==> src/ports_dj_pkg.sv <==
// Constants, register indices and pin carriers for the parallel port block
package ports_dj_pkg;

  // ----------------------------------------------------------------
  // Bus geometry
  // ----------------------------------------------------------------
  localparam int ADDR_W   = 10;
  localparam int DATA_W   = 32;
  localparam int IDX_LSB  = 2;
  localparam int IDX_W    = 8;
  localparam int PORT_W   = 8;
  localparam int J_W      = 4;
  localparam int PWM_N    = 4;

  // ----------------------------------------------------------------
  // Register indices (byte address is four times the index)
  // ----------------------------------------------------------------
  localparam logic [IDX_W-1:0] IDX_F_DIR   = 8'h03;
  localparam logic [IDX_W-1:0] IDX_F_VAL   = 8'h05;
  localparam logic [IDX_W-1:0] IDX_D_VAL   = 8'h08;
  localparam logic [IDX_W-1:0] IDX_D_DIR   = 8'h09;
  localparam logic [IDX_W-1:0] IDX_E_VAL   = 8'h0a;
  localparam logic [IDX_W-1:0] IDX_PULLUP  = 8'h2c;
  localparam logic [IDX_W-1:0] IDX_KFLAG   = 8'h58;
  localparam logic [IDX_W-1:0] IDX_KMASK   = 8'h59;
  localparam logic [IDX_W-1:0] IDX_J_VAL   = 8'h5a;
  localparam logic [IDX_W-1:0] IDX_J_DIR   = 8'h5b;
  localparam logic [IDX_W-1:0] IDX_H_VAL   = 8'h5c;
  localparam logic [IDX_W-1:0] IDX_H_SHORT = 8'h5d;

  // ----------------------------------------------------------------
  // Reset values and fields
  // ----------------------------------------------------------------
  localparam logic [7:0] DIR_RST    = 8'h00;
  localparam logic [7:0] H_RST      = 8'h00;
  localparam logic [7:0] SHORT_RST  = 8'h00;
  localparam logic [7:0] PULLUP_RST = 8'h0b;
  localparam logic [7:0] PULLUP_WM  = 8'h0b;
  localparam logic [3:0] KBD_RST    = 4'h0;
  localparam int PU_J_BIT = 3;
  localparam int PU_F_BIT = 1;
  localparam int EDG_LSB  = 4;
  localparam int E_TOP    = 7;

  // ----------------------------------------------------------------
  // Types
  // ----------------------------------------------------------------
  typedef struct packed {
    logic [PORT_W-1:0] lvl;
    logic [PORT_W-1:0] oe;
  } drive8_t;

  typedef struct packed {
    logic [J_W-1:0] lvl;
    logic [J_W-1:0] oe;
  } drive4_t;

  typedef struct packed {
    logic lvl;
    logic oe;
  } drive1_t;

  typedef enum logic [1:0] {
    ST_IDLE = 2'b01,
    ST_DONE = 2'b10
  } apb_state_t;

endpackage

==> src/parallel_ports_dj.sv <==
// Parallel ports D, E, F, H and J with an APB register slave
//
// Operation
// - Alternate function owns pin; register still stored
// - Direction one drives; D/F/J directions reset zero
// - D, F, J data kept through reset
// - Port E pins inputs, undriven after reset
// - E[6:0] inputs; E top driven by DAC
// - E data read-only pin levels, writes ignored
// - Expanded mode: F drives address, unmapped
// - Single-chip F inputs with selectable pull-ups
// - H output-only; PWM pairs take over pins
// - H reads latch; H outputs low at reset
// - H short bits read one; reset zero
// - J four bits; upper bits read zero
// - J pull-up only on inputs, global enable
// - J output bits read stored data
// - J keyboard flag/mask, inputs only
// - J flag sets on selected edge
// - Edge one rising, zero falling; mask enables
//
// Decided for this implementation: the APB slave port.
`timescale 1ns/1ns
`default_nettype none

module parallel_ports_dj (
  input  wire logic                             pclk,
  input  wire logic                             presetn,
  input  wire logic                             psel,
  input  wire logic                             penable,
  input  wire logic                             pwrite,
  input  wire logic [ports_dj_pkg::ADDR_W-1:0]  paddr,
  input  wire logic [ports_dj_pkg::DATA_W-1:0]  pwdata,
  output var  logic                             pready,
  output var  logic [ports_dj_pkg::DATA_W-1:0]  prdata,
  output var  logic                             pslverr,
  input  wire logic                             expanded_mode,
  input  wire logic                             smod,
  input  wire logic [7:0]                       addr_low,
  input  wire logic                             dac_active,
  input  wire logic                             dac_level,
  input  wire logic [ports_dj_pkg::PWM_N-1:0]   pwm_enable,
  input  wire logic [ports_dj_pkg::PWM_N-1:0]   pwm_level,
  input  wire logic [7:0]                       alt_d_en,
  input  wire ports_dj_pkg::drive8_t            alt_d_drive,
  input  wire logic [7:0]                       d_in,
  output var  ports_dj_pkg::drive8_t            d_pin,
  input  wire logic [7:0]                       e_in,
  output var  ports_dj_pkg::drive1_t            e_top_pin,
  input  wire logic [7:0]                       f_in,
  output var  ports_dj_pkg::drive8_t            f_pin,
  output var  logic [7:0]                       f_pullup,
  input  wire logic [7:0]                       h_in,
  output var  logic [7:0]                       h_out,
  input  wire logic [3:0]                       j_in,
  output var  ports_dj_pkg::drive4_t            j_pin,
  output var  logic [3:0]                       j_pullup,
  output var  logic                             kbd_request
);

  // ----------------------------------------------------------------
  // Helpers
  // ----------------------------------------------------------------
  // Output bits read the stored value, input bits the pin
  function automatic logic [7:0] read_pin(input logic [7:0] dir,
                                          input logic [7:0] data,
                                          input logic [7:0] pin);
    read_pin = (dir & data) | (~dir & pin);
  endfunction

  function automatic logic is_mapped(input logic [7:0] idx,
                                     input logic       exp_mode);
    case (idx)
      ports_dj_pkg::IDX_F_DIR,
      ports_dj_pkg::IDX_F_VAL:   is_mapped = ~exp_mode;
      ports_dj_pkg::IDX_D_VAL,
      ports_dj_pkg::IDX_D_DIR,
      ports_dj_pkg::IDX_E_VAL,
      ports_dj_pkg::IDX_PULLUP,
      ports_dj_pkg::IDX_KFLAG,
      ports_dj_pkg::IDX_KMASK,
      ports_dj_pkg::IDX_J_VAL,
      ports_dj_pkg::IDX_J_DIR,
      ports_dj_pkg::IDX_H_VAL,
      ports_dj_pkg::IDX_H_SHORT: is_mapped = 1'b1;
      default:                   is_mapped = 1'b0;
    endcase
  endfunction

  // ----------------------------------------------------------------
  // Registers
  // ----------------------------------------------------------------
  logic [7:0]              d_val_r;
  logic [7:0]              d_dir_r;
  logic [7:0]              f_val_r;
  logic [7:0]              f_dir_r;
  logic [3:0]              j_val_r;
  logic [3:0]              j_dir_r;
  logic [7:0]              h_val_r;
  logic [7:0]              h_short_r;
  logic [7:0]              pullup_r;
  logic [3:0]              kflag_r;
  logic [3:0]              kmsk_r;
  logic [3:0]              kedg_r;
  logic                    kedg_locked_r;
  ports_dj_pkg::apb_state_t state_r;

  logic [7:0]              d_s1_r, d_s2_r;
  logic [7:0]              e_s1_r, e_s2_r;
  logic [7:0]              f_s1_r, f_s2_r;
  logic [7:0]              h_s1_r, h_s2_r;
  logic [3:0]              j_s1_r, j_s2_r, j_s3_r;
  logic [7:0]              h_drv1_r, h_drv2_r;

  logic [7:0]              idx;
  logic                    wr_en;
  logic [3:0]              j_edge;
  logic [31:0]             rdata_nxt;
  logic [7:0]              h_nxt;

  assign idx   = paddr[ports_dj_pkg::ADDR_W-1:ports_dj_pkg::IDX_LSB];
  assign wr_en = psel & penable & pready & pwrite &
                 is_mapped(idx, expanded_mode);

  // ----------------------------------------------------------------
  // APB handshake: one wait-free access cycle after setup
  // ----------------------------------------------------------------
  always_ff @(posedge pclk or negedge presetn) begin
    if (!presetn) begin
      state_r <= ports_dj_pkg::ST_IDLE;
      pready  <= 1'b0;
      pslverr <= 1'b0;
      prdata  <= '0;
    end else begin
      case (state_r)
        ports_dj_pkg::ST_IDLE: begin
          if (psel && !penable) begin
            state_r <= ports_dj_pkg::ST_DONE;
            pready  <= 1'b1;
            pslverr <= ~is_mapped(idx, expanded_mode);
            prdata  <= pwrite ? '0 : rdata_nxt;
          end
        end
        ports_dj_pkg::ST_DONE: begin
          state_r <= ports_dj_pkg::ST_IDLE;
          pready  <= 1'b0;
          pslverr <= 1'b0;
          prdata  <= '0;
        end
        default: begin
          state_r <= ports_dj_pkg::ST_IDLE;
          pready  <= 1'b0;
          pslverr <= 1'b0;
          prdata  <= '0;
        end
      endcase
    end
  end

  // ----------------------------------------------------------------
  // Read multiplexer
  // ----------------------------------------------------------------
  always_comb begin
    rdata_nxt = '0;
    case (idx)
      ports_dj_pkg::IDX_D_VAL:
        rdata_nxt[7:0] = read_pin(d_dir_r, d_val_r, d_s2_r);
      ports_dj_pkg::IDX_D_DIR:
        rdata_nxt[7:0] = d_dir_r;
      ports_dj_pkg::IDX_E_VAL:
        rdata_nxt[7:0] = e_s2_r;
      ports_dj_pkg::IDX_F_VAL:
        if (!expanded_mode)
          rdata_nxt[7:0] = read_pin(f_dir_r, f_val_r, f_s2_r);
      ports_dj_pkg::IDX_F_DIR:
        if (!expanded_mode)
          rdata_nxt[7:0] = f_dir_r;
      ports_dj_pkg::IDX_PULLUP:
        rdata_nxt[7:0] = pullup_r;
      ports_dj_pkg::IDX_KFLAG:
        rdata_nxt[3:0] = kflag_r;
      ports_dj_pkg::IDX_KMASK:
        rdata_nxt[7:0] = {kedg_r, kmsk_r};
      ports_dj_pkg::IDX_J_VAL:
        rdata_nxt[7:0] = read_pin({4'h0, j_dir_r}, {4'h0, j_val_r},
                                  {4'h0, j_s2_r});
      ports_dj_pkg::IDX_J_DIR:
        rdata_nxt[3:0] = j_dir_r;
      ports_dj_pkg::IDX_H_VAL:
        rdata_nxt[7:0] = h_val_r;
      ports_dj_pkg::IDX_H_SHORT:
        rdata_nxt[7:0] = h_short_r;
      default:
        rdata_nxt = '0;
    endcase
  end

  // ----------------------------------------------------------------
  // Data registers, untouched by reset
  // ----------------------------------------------------------------
  always_ff @(posedge pclk) begin
    if (wr_en && idx == ports_dj_pkg::IDX_D_VAL)
      d_val_r <= pwdata[7:0];
    if (wr_en && idx == ports_dj_pkg::IDX_F_VAL)
      f_val_r <= pwdata[7:0];
    if (wr_en && idx == ports_dj_pkg::IDX_J_VAL)
      j_val_r <= pwdata[3:0];
  end

  // ----------------------------------------------------------------
  // Direction, output and pull-up registers
  // ----------------------------------------------------------------
  always_ff @(posedge pclk or negedge presetn) begin
    if (!presetn) begin
      d_dir_r  <= ports_dj_pkg::DIR_RST;
      f_dir_r  <= ports_dj_pkg::DIR_RST;
      j_dir_r  <= ports_dj_pkg::DIR_RST[3:0];
      h_val_r  <= ports_dj_pkg::H_RST;
      pullup_r <= ports_dj_pkg::PULLUP_RST;
    end else if (wr_en) begin
      case (idx)
        ports_dj_pkg::IDX_D_DIR:  d_dir_r  <= pwdata[7:0];
        ports_dj_pkg::IDX_F_DIR:  f_dir_r  <= pwdata[7:0];
        ports_dj_pkg::IDX_J_DIR:  j_dir_r  <= pwdata[3:0];
        ports_dj_pkg::IDX_H_VAL:  h_val_r  <= pwdata[7:0];
        ports_dj_pkg::IDX_PULLUP:
          pullup_r <= pwdata[7:0] & ports_dj_pkg::PULLUP_WM;
        default: ;
      endcase
    end
  end

  // ----------------------------------------------------------------
  // Input synchronisers
  // ----------------------------------------------------------------
  always_ff @(posedge pclk or negedge presetn) begin
    if (!presetn) begin
      d_s1_r <= '0;
      d_s2_r <= '0;
      e_s1_r <= '0;
      e_s2_r <= '0;
      f_s1_r <= '0;
      f_s2_r <= '0;
      h_s1_r <= '0;
      h_s2_r <= '0;
      j_s1_r <= '0;
      j_s2_r <= '0;
      j_s3_r <= '0;
    end else begin
      d_s1_r <= d_in;
      d_s2_r <= d_s1_r;
      e_s1_r <= e_in;
      e_s2_r <= e_s1_r;
      f_s1_r <= f_in;
      f_s2_r <= f_s1_r;
      h_s1_r <= h_in;
      h_s2_r <= h_s1_r;
      j_s1_r <= j_in;
      j_s2_r <= j_s1_r;
      j_s3_r <= j_s2_r;
    end
  end

  // ----------------------------------------------------------------
  // Keyboard edge detection on port J
  // ----------------------------------------------------------------
  assign j_edge = ~j_dir_r &
                  ((kedg_r & j_s2_r & ~j_s3_r) |
                   (~kedg_r & ~j_s2_r & j_s3_r));

  always_ff @(posedge pclk or negedge presetn) begin
    if (!presetn) begin
      kflag_r <= ports_dj_pkg::KBD_RST;
    end else begin
      // Write one to clear; a new edge wins over the clear
      if (wr_en && idx == ports_dj_pkg::IDX_KFLAG)
        kflag_r <= (kflag_r & ~pwdata[3:0]) | j_edge;
      else
        kflag_r <= kflag_r | j_edge;
    end
  end

  // Edge selects lock after their first write unless smod is high
  always_ff @(posedge pclk or negedge presetn) begin
    if (!presetn) begin
      kmsk_r        <= ports_dj_pkg::KBD_RST;
      kedg_r        <= ports_dj_pkg::KBD_RST;
      kedg_locked_r <= 1'b0;
    end else if (wr_en && idx == ports_dj_pkg::IDX_KMASK) begin
      kmsk_r <= pwdata[3:0];
      if (!kedg_locked_r || smod) begin
        kedg_r <= pwdata[ports_dj_pkg::EDG_LSB +: 4];
        kedg_locked_r <= 1'b1;
      end
    end
  end

  always_ff @(posedge pclk or negedge presetn) begin
    if (!presetn)
      kbd_request <= 1'b0;
    else
      kbd_request <= |(kflag_r & kmsk_r & ~j_dir_r);
  end

  // ----------------------------------------------------------------
  // Port H output with PWM takeover
  // ----------------------------------------------------------------
  genvar g;
  generate
    for (g = 0; g < ports_dj_pkg::PWM_N; g++) begin : g_pwm
      assign h_nxt[2*g +: 2] = pwm_enable[g] ? {2{pwm_level[g]}}
                                             : h_val_r[2*g +: 2];
    end
  endgenerate

  always_ff @(posedge pclk or negedge presetn) begin
    if (!presetn) begin
      h_out    <= ports_dj_pkg::H_RST;
      h_drv1_r <= ports_dj_pkg::H_RST;
      h_drv2_r <= ports_dj_pkg::H_RST;
    end else begin
      h_out    <= h_nxt;
      h_drv1_r <= h_out;
      h_drv2_r <= h_drv1_r;
    end
  end

  // Driven level is delayed to line up with the sampled pin
  always_ff @(posedge pclk or negedge presetn) begin
    if (!presetn)
      h_short_r <= ports_dj_pkg::SHORT_RST;
    else
      h_short_r <= h_short_r |
                   ((h_drv2_r ^ h_s2_r) & ~(h_drv2_r ^ h_drv1_r));
  end

  // ----------------------------------------------------------------
  // Pin drivers for ports D, E, F and J
  // ----------------------------------------------------------------
  always_ff @(posedge pclk or negedge presetn) begin
    if (!presetn) begin
      d_pin     <= '0;
      e_top_pin <= '0;
      f_pin     <= '0;
      f_pullup  <= '0;
      j_pin     <= '0;
      j_pullup  <= '0;
    end else begin
      d_pin.lvl <= (alt_d_en & alt_d_drive.lvl) |
                   (~alt_d_en & d_val_r);
      d_pin.oe  <= (alt_d_en & alt_d_drive.oe) |
                   (~alt_d_en & d_dir_r);
      e_top_pin.oe  <= dac_active;
      e_top_pin.lvl <= dac_active & dac_level;
      if (expanded_mode) begin
        f_pin.lvl <= addr_low;
        f_pin.oe  <= '1;
        f_pullup  <= '0;
      end else begin
        f_pin.lvl <= f_val_r;
        f_pin.oe  <= f_dir_r;
        f_pullup  <= ~f_dir_r &
                     {8{pullup_r[ports_dj_pkg::PU_F_BIT]}};
      end
      j_pin.lvl <= j_val_r;
      j_pin.oe  <= j_dir_r;
      j_pullup  <= ~j_dir_r &
                   {4{pullup_r[ports_dj_pkg::PU_J_BIT]}};
    end
  end

endmodule

`default_nettype wire

==> config.mk <==
export PLATFORM = sky130hd
export DESIGN_NAME = parallel_ports_dj
export DESIGN_NICKNAME = d
export VERILOG_FILES = /design/src/ports_dj_pkg.sv /design/src/parallel_ports_dj.sv
export SDC_FILE = /design/constraint.sdc
export NUM_CORES = 1
export LEC_CHECK = 0
export BUFFER_PORTS_ARGS = -buffer_cell sky130_fd_sc_hd__buf_4
export CAP_MARGIN = 20
export CORE_UTILIZATION = 57
export CTS_CLUSTER_SIZE = 30
export DETAILED_ROUTE_END_ITERATION = 16
export PLACE_DENSITY = 0.85
export SLEW_MARGIN = 20
export SYNTH_ARGS = -nofsm -noshare
export SYNTH_HDL_FRONTEND = slang
export SYNTH_SLANG_ARGS = --single-unit
export TNS_END_PERCENT = 50
==> constraint.sdc <==
create_clock -name pclk -period 3.3 [get_ports pclk]
set_clock_uncertainty 0.05 [all_clocks]
set_input_delay 0.66 -clock pclk [delete_from_list [all_inputs] [get_ports pclk]]
set_output_delay 0.66 -clock pclk [all_outputs]
set_load 0.03 [all_outputs]
==> results_dict.tcl <==
set metrics [dict create \
    grt_pass1_vias 6152 \
    fin_cells 1043 \
    r2r_slack_ps 1140 \
    async_reset_ff_share_pct 91.6 \
    cp-end-kind "register" \
    cp-endpoint "d_val_r[7]" \
    grt.overflow.total 0 \
    layout_min_cycle_time_ps 2500 \
    rows 45 \
    fp.dieH_um 127 \
    r2r-end "j_dir_r[2]" \
    drive_gt1_share_pct 36.1 \
    ios 224 \
    numPortBuffers 173 \
    syn_inst 642 \
    slew_viol_final 0 \
    drtIter0Drc 421 \
    track_usage_pct 27.3 \
    hp-class "input pin to asynchronous set/reset pin" \
    gp_congestion 0.833 \
    vias 5909 \
    initial_utilization_pct 58.3 \
    antenna_found_initial 0 \
    drt_wl_total_um 21000 \
    arrival_ps 2600 \
    critPathRequiredTime_ps 3400 \
    status "finished clean" \
    cts_resized 0 \
    fp.dieW_um 127 \
    critPathKind "input pin to register" \
    crit_fanout 12 \
    cts_tree "built" \
    cp-startpoint "paddr[7]" \
    yosys_warnings 0 \
    cts.path.max_buffers 3 \
    diodes 0 \
    ys_types 62 \
    yosysSeqAreaShare_pct 68.4 \
    syn2layout_area_growth_pct 25.8 \
    critical_path.max_stage_delay_ps 660 \
    final_common_cell "dfrtp_1" \
    vdd_drop_max_mv 0.455 \
    power_density_mw_per_mm2 559 \
    wire_per_inst_um 20.2 \
    postCtsSetupBuffers 0 \
    vias_per_cell 5.67 \
    htree_levels 1 \
    synth-main-ff-cell "dfrtp_1" \
    cts_buffers 24 \
    nets 964 \
    relSlewSlack_pct 50.8 \
    clk_pin_slew_ps 60 \
    synth-seq-cells 238 \
    synth_area_per_cell_um2 13.8 \
    fmax_mhz 400 \
    postCtsHoldBufs 0 \
    core_area_mm2 0.0152 \
    rsz0062_at_grt "no" \
    grt_pass1_wl_um 33200 \
    insertion_delay_ps 500 \
    reg_top3 "d_pin: 16 flops, f_pin: 16 flops" \
    clkSinkCount 238 \
    syn_area_mm2 0.00886 \
    drv_cap 0 \
    r2r-start "pready" \
    timing.final.crit_share_pct 75.7 \
    cp_slowest_cell "or4_4" \
    cp-start-kind "input pin" \
    hold_violations 0 \
    p_leak_nw 5.10 \
    final_cell_mix "214 x dfrtp_1, 183 x buf_4, 55 x mux2_2" \
    grt_max_degree 85 \
    drc 0 \
    reg2reg_depth 5 \
    crit_chain "buf_4, or4_4, a2111oi_1, a2111oi_2, nor2_2, and3_1" \
    tightest_slew_ps 732 \
    die_area_mm2 0.0160 \
    drt_pass1_iterations 5 \
    dp_cells 999 \
    fin_tns_setup_ps 0 \
    ant_nets 0 \
    finalSetupViolations 0 \
    dp_hpwl_um 14500 \
    synth_edf_count 20 \
    cts_root_buf "clkbuf_16" \
]
==> stage by stage <==
stage	area, µm²	util [%]	setup WS (ps)	hold WS, ps	power (mW)
CTS	11100	73.3	796	125	6.28
detailed placement	10400	68.1	282	285	3.60
floorplan	8950	-	422	281	3.36
finish	11100	73.3	803	89.7	6.23
global placement	10400	68.1	357	281	3.58
global route	11100	73.3	646	151	6.44
==> worst min path at each step <==
stage	from	endpoint	slack (ps)	cells past startpoint
2_1_floorplan	d_s1_r[0]	d_s2_r[0]	280	0
3_3_place_gp	j_s1_r[0]	j_s2_r[0]	280	0
3_5_place_dp	h_s1_r[5]	h_s2_r[5]	280	0
4_1_cts	presetn	kedg_r[3]	130	1
5_1_grt	presetn	d_pin[11]	150	1
6_report	presetn	d_pin[3]	90	1
==> cells by family after synthesis <==
| group | after synthesis | share of synthesized area (%) |
|---|---|---|
| mux | 70 | 8.69 |
| compound gates | 101 | 7.64 |
| other cells | 1 | 0.0423 |
| flops | 238 | 68.4 |
| buf+inv | 53 | 3.47 |
| simple gates | 179 | 11.7 |
==> area by class of cell <==
cell class | count | area [µm²]
flip-flops and latches | 238 | 6060
clock inverters | 4 | 45.0
fillers | 957 | 4050
multi-input cells | 374 | 2580
repair buffers | 186 | 1430
well taps | 188 | 235
inverters | 13 | 48.8
clock buffers | 40 | 752
==> synth_stat cells (9+ instances only) <==
cell | n | area (µm²)
dfrtp_1 | 214 | 5360
mux2_2 | 55 | 619
nand2_1 | 49 | 184
o21ai_0 | 34 | 170
nor2_1 | 27 | 101
buf_4 | 25 | 188
edfxtp_1 | 20 | 601
mux2i_1 | 15 | 150
a21oi_1 | 13 | 65.1
inv_1 | 13 | 48.8
nand2b_1 | 11 | 68.8
or2_2 | 11 | 68.8
a32oi_1 | 9 | 78.8
and3b_1 | 9 | 78.8
nor2b_1 | 9 | 56.3
or3_1 | 9 | 56.3
==> worst max-delay path: cells and delay by family <==
kind / cells / cell delay (ps)
and+or+nand+nor: 3 / 1240
buffers and inverters: 1 / 120
AOI/OAI and AO/OA: 2 / 570
==> where the power goes <==
part | leakage (nW) | switching (mW) | total (mW) | internal, mW
clock | 0.394 | 1.06 | 2.68 | 1.62
sequential | 2.77 | 0.0411 | 3.09 | 3.05
combinational | 1.93 | 0.280 | 0.460 | 0.180
total | 5.10 | 1.38 | 6.23 | 4.85
==> layer usage <==
metal	vias up	GRT usage, %	wire [µm]
met5	-	0	0
met1	2979	35.9	8330
met2	265	47.2	10700
met3	47	3.67	1310
met4	0	9.38	684
li1	2618	-	-
(Power assumes the default switching activity.)
